==> src/verilog/lcs_pkg.sv <==
`default_nettype none
package lcs_pkg;

	localparam int          LCS_NCELL      = 10;
	localparam int          LCS_REGEN_LO   = 4;
	localparam int          LCS_REGEN_HI   = 9;
	localparam int          LCS_AW         = 8;
	localparam int          LCS_DW         = 32;

	localparam logic [7:0]  LCS_CFG_BASE   = 8'h00;
	localparam logic [7:0]  LCS_CFG_STRIDE = 8'h04;
	localparam logic [7:0]  LCS_STAT_OFF   = 8'h28;

	localparam int          LCS_F_MASK     = 0;
	localparam int          LCS_F_LUTCARRY = 16;
	localparam int          LCS_F_CHEND    = 17;
	localparam int          LCS_F_CHSTART  = 18;
	localparam int          LCS_F_PRESET   = 19;
	localparam int          LCS_F_ACLRSEL  = 20;
	localparam int          LCS_F_CLKSEL   = 21;
	localparam int          LCS_F_REGCHAIN = 22;
	localparam int          LCS_F_LUTCHAIN = 23;
	localparam int          LCS_F_COUNTER  = 24;
	localparam int          LCS_F_MODE     = 25;

	localparam logic [31:0] LCS_CFG_RST    = 32'h0200_0000;
	localparam logic [31:0] LCS_CFG_WMASK  = 32'h07ff_ffff;
	localparam logic [31:0] LCS_UNMAPPED   = 32'h0000_0000;

	typedef enum logic [1:0] {
		LCS_MODE_NORMAL = 2'b01,
		LCS_MODE_ARITH  = 2'b10
	} lcs_mode_t;

	typedef struct packed {
		logic [4:0]  rsvd;
		lcs_mode_t   mode;
		logic        counter;
		logic        lut_chain;
		logic        reg_chain;
		logic        clk_sel;
		logic        aclr_sel;
		logic        preset;
		logic        chain_start;
		logic        chain_end;
		logic        lut_carry;
		logic [15:0] mask;
	} lcs_cfg_t;

	typedef struct packed {
		logic [1:0] clk_ena;
		logic [1:0] aclr;
		logic       aload;
		logic       sclr;
		logic       sload;
		logic       addnsub;
	} lcs_ctrl_t;

	typedef struct packed {
		logic operand_a;
		logic operand_b;
		logic fourth_data_input;
		logic extra_data_input;
	} lcs_data_t;

endpackage
`default_nettype wire

==> src/verilog/lcs_logic_cluster.sv <==
// Function
// - Each cell works in exactly one mode: normal or dynamic arithmetic.
// - Cell inputs: four data, zero/one carry, cluster carry-in, register chain.
// - Register clock, enables, clears, loads come from shared cluster controls.
// - Add/subtract select affects a cell only in arithmetic mode.
// - Normal mode: four-input lookup; carry or fourth input selectable.
// - Normal mode lookup output may feed the next cell directly.
// - Asynchronous load value comes from the fourth data input.
// - Normal cell uses cluster carry-in only when ending an adder chain.
// - Arithmetic mode forms two sums and two carry-outs for carry 0 and 1.
// - Cluster carry-in picks a chain; its level picks the sum.
// - Each path carry-in selects its own carry-out, sent to next cell.
// - Arithmetic cell drives registered and unregistered sum together.
// - Counter enable and up/down come from local data; clock enable offered.
// - Synchronous clear and load act at once on every cluster register whose clock enable (and counter enable, for counters) is high.
// - Add/subtract select decides add or subtract per arithmetic cell.
// - Add/subtract select feeds the carry only at a chain's first cell.
// - A carry chain may start at any cell of the cluster.
// - Carry selection is regenerated at the fifth and tenth cells.
// - Chains longer than ten cells continue into the next cluster.
// - Preset is an asynchronous load of one; clear wins over it.
// - The cluster offers two asynchronous clears and one preset.
// - Optional device-wide active-low clear resets all cell registers, not config; an asynchronous load still shows at reg_o.
// - A cluster holds ten logic cells with chains and shared controls.
// - Subtraction inverts operand_b and forces the first carry to one.
`timescale 1ns/1ps
`default_nettype none
module lcs_logic_cluster
	import lcs_pkg::*;
#(
	parameter bit DEV_CLEAR_EN = 1'b1
) (
	input  wire logic                       clk_sys_i,
	input  wire logic                       resetn_i,
	input  wire logic                       device_wide_clear_n_i,
	input  wire logic [LCS_AW-1:0]          addr_i,
	input  wire logic [LCS_DW-1:0]          wdata_i,
	input  wire logic                       wr_i,
	input  wire logic                       rd_i,
	output logic      [LCS_DW-1:0]          rdata_o,
	input  wire lcs_ctrl_t                  ctrl_i,
	input  wire lcs_data_t [LCS_NCELL-1:0]  data_i,
	input  wire logic                       carry_zero_path_in_i,
	input  wire logic                       carry_one_path_in_i,
	input  wire logic                       carry_cluster_in_i,
	input  wire logic                       reg_chain_in_i,
	output logic      [LCS_NCELL-1:0]       comb_o,
	output logic      [LCS_NCELL-1:0]       reg_o,
	output logic                            carry_zero_path_out_o,
	output logic                            carry_one_path_out_o,
	output logic                            carry_cluster_out_o,
	output logic                            lut_chain_out_o,
	output logic                            reg_chain_out_o
);

	////////////////////////////////////////////////////////////////////////
	function automatic logic maj(input logic a, input logic b, input logic c);
		maj = (a & b) | (a & c) | (b & c);
	endfunction

	// Clear wins over load, so a preset during a clear reads low.
	function automatic logic async_view(input logic clr, input logic ld,
	                                     input logic ld_val, input logic q);
		async_view = clr ? 1'b0 : (ld ? ld_val : q);
	endfunction

	////////////////////////////////////////////////////////////////////////
	// The device-wide clear only joins the reset when built in.
	wire logic rst_n = resetn_i & (device_wide_clear_n_i | ~DEV_CLEAR_EN);

	lcs_cfg_t [LCS_NCELL-1:0] cfg_q;
	logic     [LCS_NCELL-1:0] q_q;
	logic     [LCS_NCELL:0]   c0_chain;
	logic     [LCS_NCELL:0]   c1_chain;
	logic     [LCS_NCELL-1:0] grp_sel;
	logic                     regen_sel;
	logic     [LCS_NCELL-1:0] sel_carry;
	logic     [LCS_NCELL-1:0] lut_out;
	logic     [LCS_NCELL-1:0] d_val;
	logic     [LCS_NCELL-1:0] cap_en;
	logic     [LCS_NCELL-1:0] ld_val;
	logic     [LCS_NCELL-1:0] aclr_c;
	logic     [LCS_DW-1:0]    rdata_d;

	assign c0_chain[0] = carry_zero_path_in_i;
	assign c1_chain[0] = carry_one_path_in_i;

	////////////////////////////////////////////////////////////////////////
	// Ten cells; selection is regenerated after cell 4 so only two
	// selection points sit on the cluster's critical carry path.
	for (genvar i = 0; i < LCS_NCELL; i++) begin : g_cell
		lcs_data_t dat;
		logic      is_arith;
		logic      cin0;
		logic      cin1;
		logic      c0_in;
		logic      c1_in;
		logic      start_c;
		logic      b_eff;
		logic      n_carry;
		logic      x4;
		logic      x3;
		logic      sum;
		logic      chain_in;
		logic      q_view;

		assign dat      = data_i[i];
		assign is_arith = (cfg_q[i].mode == LCS_MODE_ARITH);

		// Counter start carry: up adds one, down adds all ones.
		assign start_c  = cfg_q[i].counter ? ~dat.operand_b
		                                   : ctrl_i.addnsub;
		// The upper half restarts both chains, so its cells need not wait
		// for the lower half; the regenerated selection picks the result.
		if (i == LCS_REGEN_LO + 1) begin : g_restart
			assign c0_in = 1'b0;
			assign c1_in = 1'b1;
		end else begin : g_follow
			assign c0_in = c0_chain[i];
			assign c1_in = c1_chain[i];
		end
		assign cin0     = cfg_q[i].chain_start ? start_c
		                                       : c0_in;
		assign cin1     = cfg_q[i].chain_start ? start_c : c1_in;

		// Subtraction inverts operand_b only in arithmetic mode.
		assign b_eff    = dat.operand_b ^ (ctrl_i.addnsub & is_arith
		                  & ~cfg_q[i].counter);

		if (i <= LCS_REGEN_LO) begin : g_lo
			assign grp_sel[i] = carry_cluster_in_i;
		end else begin : g_hi
			assign grp_sel[i] = regen_sel;
		end

		logic op_a;
		assign op_a = cfg_q[i].counter ? q_q[i] : dat.operand_a;

		assign c0_chain[i+1] = maj(op_a, b_eff, cin0);
		assign c1_chain[i+1] = maj(op_a, b_eff, cin1);
		assign sel_carry[i]  = grp_sel[i] ? cin1 : cin0;
		assign sum = grp_sel[i] ? (op_a ^ b_eff ^ cin1)
		                        : (op_a ^ b_eff ^ cin0);

		// Normal mode sees the cluster carry only at the end of a chain.
		assign n_carry  = cfg_q[i].chain_end ? sel_carry[i] : 1'b0;
		if (i == 0) begin : g_first
			assign chain_in = 1'b0;
		end else begin : g_next
			assign chain_in = lut_out[i-1];
		end
		assign x4 = cfg_q[i].lut_chain ? chain_in : dat.extra_data_input;
		assign x3 = cfg_q[i].lut_carry ? n_carry
		                               : dat.fourth_data_input;
		assign lut_out[i] = cfg_q[i].mask[{x4, x3, dat.operand_b,
		                                   dat.operand_a}];

		assign comb_o[i] = is_arith ? sum : lut_out[i];

		// Register path: chain input or the cell's own function.
		if (i == 0) begin : g_rc0
			assign d_val[i] = cfg_q[i].reg_chain ? reg_chain_in_i : comb_o[i];
		end else begin : g_rcn
			assign d_val[i] = cfg_q[i].reg_chain ? q_q[i-1] : comb_o[i];
		end
		assign ld_val[i] = cfg_q[i].preset | dat.fourth_data_input;
		assign aclr_c[i] = ctrl_i.aclr[cfg_q[i].aclr_sel];
		assign cap_en[i] = ctrl_i.clk_ena[cfg_q[i].clk_sel]
		                   & (~(is_arith & cfg_q[i].counter)
		                      | dat.extra_data_input);

		// Asynchronous clear and load act on the output at once and are
		// captured at the next edge; the flop itself only resets to zero.
		assign q_view    = async_view(aclr_c[i], ctrl_i.aload, ld_val[i],
		                              q_q[i]);
		assign reg_o[i]  = q_view;

		always_ff @(posedge clk_sys_i or negedge rst_n) begin
			if (!rst_n) begin
				q_q[i] <= 1'b0;
			end else if (aclr_c[i] | ctrl_i.aload) begin
				q_q[i] <= q_view;
			end else if (cap_en[i]) begin
				if (ctrl_i.sclr) begin
					q_q[i] <= 1'b0;
				end else if (ctrl_i.sload) begin
					q_q[i] <= dat.fourth_data_input;
				end else begin
					q_q[i] <= d_val[i];
				end
			end
		end

		//////////////////////////////////////////////////////////////////
		aclr_wins_a: assert property (@(posedge clk_sys_i) disable iff (!rst_n)
			aclr_c[i] |-> !reg_o[i])
			else $error("async clear did not force the register low");
		aload_val_a: assert property (@(posedge clk_sys_i) disable iff (!rst_n)
			ctrl_i.aload && !aclr_c[i] |-> reg_o[i] == ld_val[i]
			##1 q_q[i] == $past(ld_val[i]))
			else $error("async load value not taken from fourth input");
		hold_no_ena_a: assert property (@(posedge clk_sys_i) disable iff (!rst_n)
			!cap_en[i] && !aclr_c[i] && !ctrl_i.aload |=> $stable(q_q[i]))
			else $error("register changed without clock enable");
		sync_clear_a: assert property (@(posedge clk_sys_i) disable iff (!rst_n)
			cap_en[i] && ctrl_i.sclr && !aclr_c[i] && !ctrl_i.aload
			|=> !q_q[i])
			else $error("sync clear missed");
		sum_select_a: assert property (@(posedge clk_sys_i) disable iff (!rst_n)
			is_arith |-> comb_o[i] == (op_a ^ b_eff ^ sel_carry[i]))
			else $error("sum not chosen by selected chain");
		normal_no_sub_a: assert property (@(posedge clk_sys_i)
			disable iff (!rst_n)
			!is_arith |-> comb_o[i] == lut_out[i] && b_eff == dat.operand_b)
			else $error("add or subtract leaked into normal mode");
		carry_path_a: assert property (@(posedge clk_sys_i) disable iff (!rst_n)
			c1_chain[i+1] == maj(op_a, b_eff, cin1)
			&& c0_chain[i+1] == maj(op_a, b_eff, cin0))
			else $error("carry-out not selected by its own path");
		sub_start_a: assert property (@(posedge clk_sys_i) disable iff (!rst_n)
			is_arith && cfg_q[i].chain_start && !cfg_q[i].counter
			&& ctrl_i.addnsub |-> cin0 && cin1 && b_eff == !dat.operand_b)
			else $error("subtract chain start not forced to one");
		one_mode_a: assert property (@(posedge clk_sys_i) disable iff (!rst_n)
			$onehot(cfg_q[i].mode))
			else $error("cell mode not one-hot");
	end

	////////////////////////////////////////////////////////////////////////
	// Carries leave through both paths and the regenerated selection.
	assign carry_zero_path_out_o = c0_chain[LCS_NCELL];
	assign carry_one_path_out_o  = c1_chain[LCS_NCELL];
	assign regen_sel             = grp_sel[LCS_REGEN_LO]
	                               ? c1_chain[LCS_REGEN_LO+1]
	                               : c0_chain[LCS_REGEN_LO+1];
	assign carry_cluster_out_o   = grp_sel[LCS_REGEN_HI]
	                               ? c1_chain[LCS_NCELL]
	                               : c0_chain[LCS_NCELL];
	assign lut_chain_out_o       = lut_out[LCS_NCELL-1];
	assign reg_chain_out_o       = q_q[LCS_NCELL-1];

	regen_hi_a: assert property (@(posedge clk_sys_i) disable iff (!rst_n)
		grp_sel[LCS_REGEN_LO+1] == maj(g_cell[LCS_REGEN_LO].op_a,
			g_cell[LCS_REGEN_LO].b_eff, sel_carry[LCS_REGEN_LO])
		&& carry_cluster_out_o == maj(g_cell[LCS_REGEN_HI].op_a,
			g_cell[LCS_REGEN_HI].b_eff, sel_carry[LCS_REGEN_HI]))
		else $error("carry selection not regenerated");

	////////////////////////////////////////////////////////////////////////
	// Register port: one config word per cell, then a status word.
	logic [LCS_NCELL-1:0] hit_cfg;
	wire  logic           hit_stat = (addr_i == LCS_STAT_OFF);

	for (genvar r = 0; r < LCS_NCELL; r++) begin : g_reg
		assign hit_cfg[r] = (addr_i == LCS_CFG_BASE + 8'(r) * LCS_CFG_STRIDE);

		// An illegal mode code falls back to normal mode.
		wire lcs_cfg_t wcfg = lcs_cfg_t'(wdata_i & LCS_CFG_WMASK);
		wire lcs_cfg_t wfix = (wcfg.mode == LCS_MODE_ARITH)
		                      ? wcfg : lcs_cfg_t'({wcfg[31:27], LCS_MODE_NORMAL,
		                                           wcfg[24:0]});

		always_ff @(posedge clk_sys_i or negedge resetn_i) begin
			if (!resetn_i) begin
				cfg_q[r] <= lcs_cfg_t'(LCS_CFG_RST);
			end else if (wr_i && hit_cfg[r]) begin
				cfg_q[r] <= wfix;
			end
		end
	end

	always_comb begin
		rdata_d = LCS_UNMAPPED;
		for (int k = 0; k < LCS_NCELL; k++) begin
			if (hit_cfg[k]) begin
				rdata_d = 32'(cfg_q[k]);
			end
		end
		if (hit_stat) begin
			rdata_d = {9'h000, carry_cluster_out_o, carry_one_path_out_o,
			           carry_zero_path_out_o, reg_o, comb_o};
		end
	end

	always_ff @(posedge clk_sys_i or negedge resetn_i) begin
		if (!resetn_i) begin
			rdata_o <= LCS_UNMAPPED;
		end else if (rd_i) begin
			rdata_o <= rdata_d;
		end else begin
			rdata_o <= LCS_UNMAPPED;
		end
	end

	////////////////////////////////////////////////////////////////////////
	cov_sub_c:   cover property (@(posedge clk_sys_i) disable iff (!rst_n)
		ctrl_i.addnsub && cfg_q[0].mode == LCS_MODE_ARITH);
	cov_regen_c: cover property (@(posedge clk_sys_i) disable iff (!rst_n)
		sel_carry[LCS_REGEN_LO] != carry_cluster_in_i);
	cov_pre_c:   cover property (@(posedge clk_sys_i) disable iff (!rst_n)
		ctrl_i.aload && ctrl_i.aclr[0] && ctrl_i.aclr[1]);
	cov_chain_c: cover property (@(posedge clk_sys_i) disable iff (!rst_n)
		cfg_q[3].lut_chain && cfg_q[3].mode == LCS_MODE_NORMAL);

endmodule
`default_nettype wire

==> config.mk <==
export PLATFORM = sky130hd
export DESIGN_NAME = lcs_logic_cluster
export DESIGN_NICKNAME = d
export VERILOG_FILES = /design/src/verilog/lcs_pkg.sv /design/src/verilog/lcs_logic_cluster.sv
export SDC_FILE = /design/constraint.sdc
export NUM_CORES = 1
export LEC_CHECK = 0
export ABC_AREA = 1
export BUFFER_PORTS_ARGS = -buffer_cell sky130_fd_sc_hd__buf_2
export CAP_MARGIN = 20
export CORE_MARGIN = 5
export CORE_UTILIZATION = 60
export DETAILED_ROUTE_END_ITERATION = 6
export GPL_TIMING_DRIVEN = 1
export PLACE_DENSITY = 0.77
export SLEW_MARGIN = 25
export SYNTH_ARGS = -nofsm -noshare
export SYNTH_HDL_FRONTEND = slang
export SYNTH_SLANG_ARGS = --single-unit
export TNS_END_PERCENT = 50
==> constraint.sdc <==
create_clock -name clk_sys_i -period 4.5 [get_ports clk_sys_i]
set_input_delay 0.225 -clock clk_sys_i [delete_from_list [all_inputs] [get_ports clk_sys_i]]
set_output_delay 0.225 -clock clk_sys_i [all_outputs]
set_load 0.05 [all_outputs]
==> impl_metrics.env <==
export IMPL_p_comb_share_pct=17.1
export IMPL_die_w_um=179
export IMPL_antenna_found_initial=1
export IMPL_port_buffers=143
export IMPL_synth_top_area_cell="dfrtp_1"
export IMPL_clk_pin_slew_ps=60
export IMPL_p_per_area_nw_per_um2=372
export IMPL_critPathMaxStageDelay_ps=550
export IMPL_p_sw_share_pct=29.9
export IMPL_drcViolationCount=0
export IMPL_grt_first_pass_wirelength_um=88900
export IMPL_relSlewSlack_pct=28.7
export IMPL_slew_viol_final=0
export IMPL_synth_edf_count=0
export IMPL_place_gp_congestion=0.995
export IMPL_criticalPathCategory="reg -> out"
export IMPL_cp_end_kind="primary output"
export IMPL_clk_latency_ps=520
export IMPL_hpwlAfterDp_um=44900
export IMPL_worstMarginPinSlew_ps=1070
export IMPL_min_period_ps=4460
export IMPL_power_switching_w=0.00218
export IMPL_cp_max_fo=4
export IMPL_clock_path_buffers=3
export IMPL_worst_endpoint_arrival_ps=4240
export IMPL_setup_tns_ps=0
export IMPL_max_clock_freq_ghz=0.224
export IMPL_async_reset_ff_share_pct=100
export IMPL_wl_per_cell_um=21.2
export IMPL_avgViaCountPerCell=6.08
export IMPL_cts_num_sinks=307
export IMPL_placed_area_sq_um=18100
export IMPL_holdCritPathClass="in -> reg"
export IMPL_rows=61
export IMPL_grt_max_degree=108
export IMPL_finalNetCount=2506
export IMPL_avgSynthCellArea_sq_um=7.48
export IMPL_crit_family="simple AND/OR/NAND/NOR gates"
export IMPL_synth_flop_cell="dfrtp_1"
export IMPL_syn_area_sq_um=17100
export IMPL_first_pass_iters=6
export IMPL_grt_pass1_vias=15600
export IMPL_grt_use_total_pct=36.5
export IMPL_p_seq_share_pct=41.8
export IMPL_die_y_um=179
export IMPL_synth_top_area_share_pct=43.4
export IMPL_area_growth_pct=14.3
export IMPL_setup_viol=0
export IMPL_status="finished, final reports clean"
export IMPL_ios=154
export IMPL_htreeDepth=2
export IMPL_synth_cells=2289
export IMPL_synth_distinct_cells=54
export IMPL_worstPathBufferInverterCount=2
export IMPL_p_leak_nw=9.62
export IMPL_grt_overflow=0
export IMPL_clkPwrFrac_pct=41.1
export IMPL_crit_cells=33
export IMPL_drt_iter0_drc=2312
export IMPL_cap_violations=0
export IMPL_hold_viol=0
export IMPL_required_ps=4280
export IMPL_seq_area_frac_synth_pct=44.9
export IMPL_routed_via_count=17000
export IMPL_reg2reg_depth=36
export IMPL_cts_made_buffers=36
export IMPL_drive_gt1_share_pct=13.7
export IMPL_worstSetupStartpointType="flip-flop"
export IMPL_min_path_cells=3
export IMPL_rsz0062_at_grt="true"
export IMPL_cts_tree="done"
export IMPL_fin_worst_skew_ps=15.5
export IMPL_ir_drop_mv=0.346
export IMPL_ys_seq_elements=307
export IMPL_cts_root_buf="clkbuf_16"
export IMPL_core_area_sq_um=28000
export IMPL_intPower_w=0.00510
export IMPL_detail_route_antenna_nets=0
export IMPL_yosysWarnings=0
export IMPL_synth_area_leaders="dfrtp_1 43%, nand2_1 13%, o21ai_0 12%"
export IMPL_start_util_pct=61.1
export IMPL_die_area_sq_um=32000
export IMPL_post_route_period_util_pct=99.2
export IMPL_critPathSlowestCell="dfstp_2"
export IMPL_crit_top_cell="nand3_2"
export IMPL_stdcell_area_sq_um=19600
export IMPL_wl_um=59600
==> timing repair <==
item                       CTS  global route
setup endpoints to repair    3             6
hold endpoints to repair   114             0
setup buffers                1             8
pin swaps                    1            16
hold buffers                 5             0
resized for setup            5            43
==> per-layer routing <==
metal / up-vias / global-route usage, % / wire [um]
li1: 7826 / - / -
met1: 8103 / 51.9 / 24200
met2: 970 / 56.0 / 26300
met3: 150 / 7.02 / 6470
met4: 0 / 13.8 / 2580
met5: - / 0 / 0
==> through the flow <==
step,std cells,setup slack [ps],total power (W),hold WS (ps),util [%]
after floorplan,2293,559,0.00381,-70.6,-
after global placement,2725,529,0.00420,280,64.5
after detailed placement,2725,341,0.00423,273,64.5
after CTS,2794,4.34,0.00721,27.7,69.1
after global routing,2802,-213,0.00755,21.6,69.9
final,2805,37.8,0.00729,32.7,69.9
==> layout by cell type (no fill, tap or decap), types with 10 or more instances in the layout <==
| master | instances |
|---|---|
| nand2_1 | 573 |
| buf_4 | 35 |
| buf_2 | 138 |
| nor2_1 | 128 |
| dfrtp_1 | 296 |
| o21ai_0 | 401 |
| nand2_2 | 11 |
| a31oi_1 | 22 |
| xor2_1 | 12 |
| ha_1 | 10 |
| a211oi_1 | 10 |
| clkbuf_16 | 37 |
| o211ai_1 | 33 |
| nand3_2 | 29 |
| dfstp_2 | 10 |
| a21oi_1 | 109 |
| o221ai_1 | 12 |
| inv_1 | 273 |
| a221oi_1 | 33 |
| nand3_1 | 61 |
| or2_2 | 14 |
| a32o_1 | 10 |
| o22ai_1 | 13 |
==> registers in the layout, indices dropped and copies added, names as in the netlist <==
name             flops
rdata_o             27
reg_chain_out_o      1
q_q                  9
cfg_q              270
==> cell families after synthesis <==
family / Yosys count / share of synthesized area (%)
and+or+nand+nor: 840 / 20.1
AOI/OAI and AO/OA: 704 / 23.9
buffers and inverters: 409 / 9.43
DFF: 307 / 44.9
xor gates and xnor gates: 18 / 0.921
adders and majority gates: 10 / 0.731
other: 1 / 0.0219
==> cell usage after synthesis (all sizes together), types with 2 or more instances <==
library cell  count
a22o              3
o221ai           12
o211ai           34
a31oi            22
nand2           587
o21bai            9
nand3            92
clkinv            8
a211oi           10
or2              15
a32oi             5
dfrtp           297
a32o             10
inv             284
nor2            134
a221oi           33
o22ai            14
buf              21
a21oi           112
o2111ai           8
xor2             13
o32ai             2
nand3b            3
ha               10
xnor2             5
nor3              3
nand4             5
clkbuf           96
o31ai             9
dfstp            10
a22oi             4
o21ai           412
o21a              3
==> power groups by stage <==
stage / Sequential (W) / Clock, W / Combinational (W)
after floorplan: 0.00306 / 0 / 0.000749
after global placement: 0.00308 / 0 / 0.00112
after detailed placement: 0.00309 / 0 / 0.00114
after CTS: 0.00304 / 0.00301 / 0.00116
after global routing: 0.00306 / 0.00314 / 0.00135
final: 0.00305 / 0.00299 / 0.00125
==> worst min-delay path, cell delays in order <==
cell and delay, ps:
buf_2 160, nand2_1 70, o21ai_0 60
==> path summary, 6_finish.rpt <==
check                                 startpoint               to  slack, ps
max reg2reg                            cfg_q[25]  reg_chain_out_o        540
max                                    cfg_q[25]        comb_o[9]         40
min reg2reg                           cfg_q[121]       cfg_q[121]        500
min in group asynchronous  device_wide_clear_n_i           q_q[1]        260
min                                  wdata_i[16]        cfg_q[16]         30
max in group asynchronous               resetn_i       cfg_q[259]       3040
==> final cells by class <==
cell class              instances  area (sq um)
fillers                      2360          8430
multi-input cells            1577          8000
flip-flops and latches        307          7700
repair buffers                185          1100
inverters                     292          1100
clock buffers                  52          1060
well taps                     378           473
clock inverters                11           141
diodes                          3          7.51
Power figures use the tool's default switching activity.
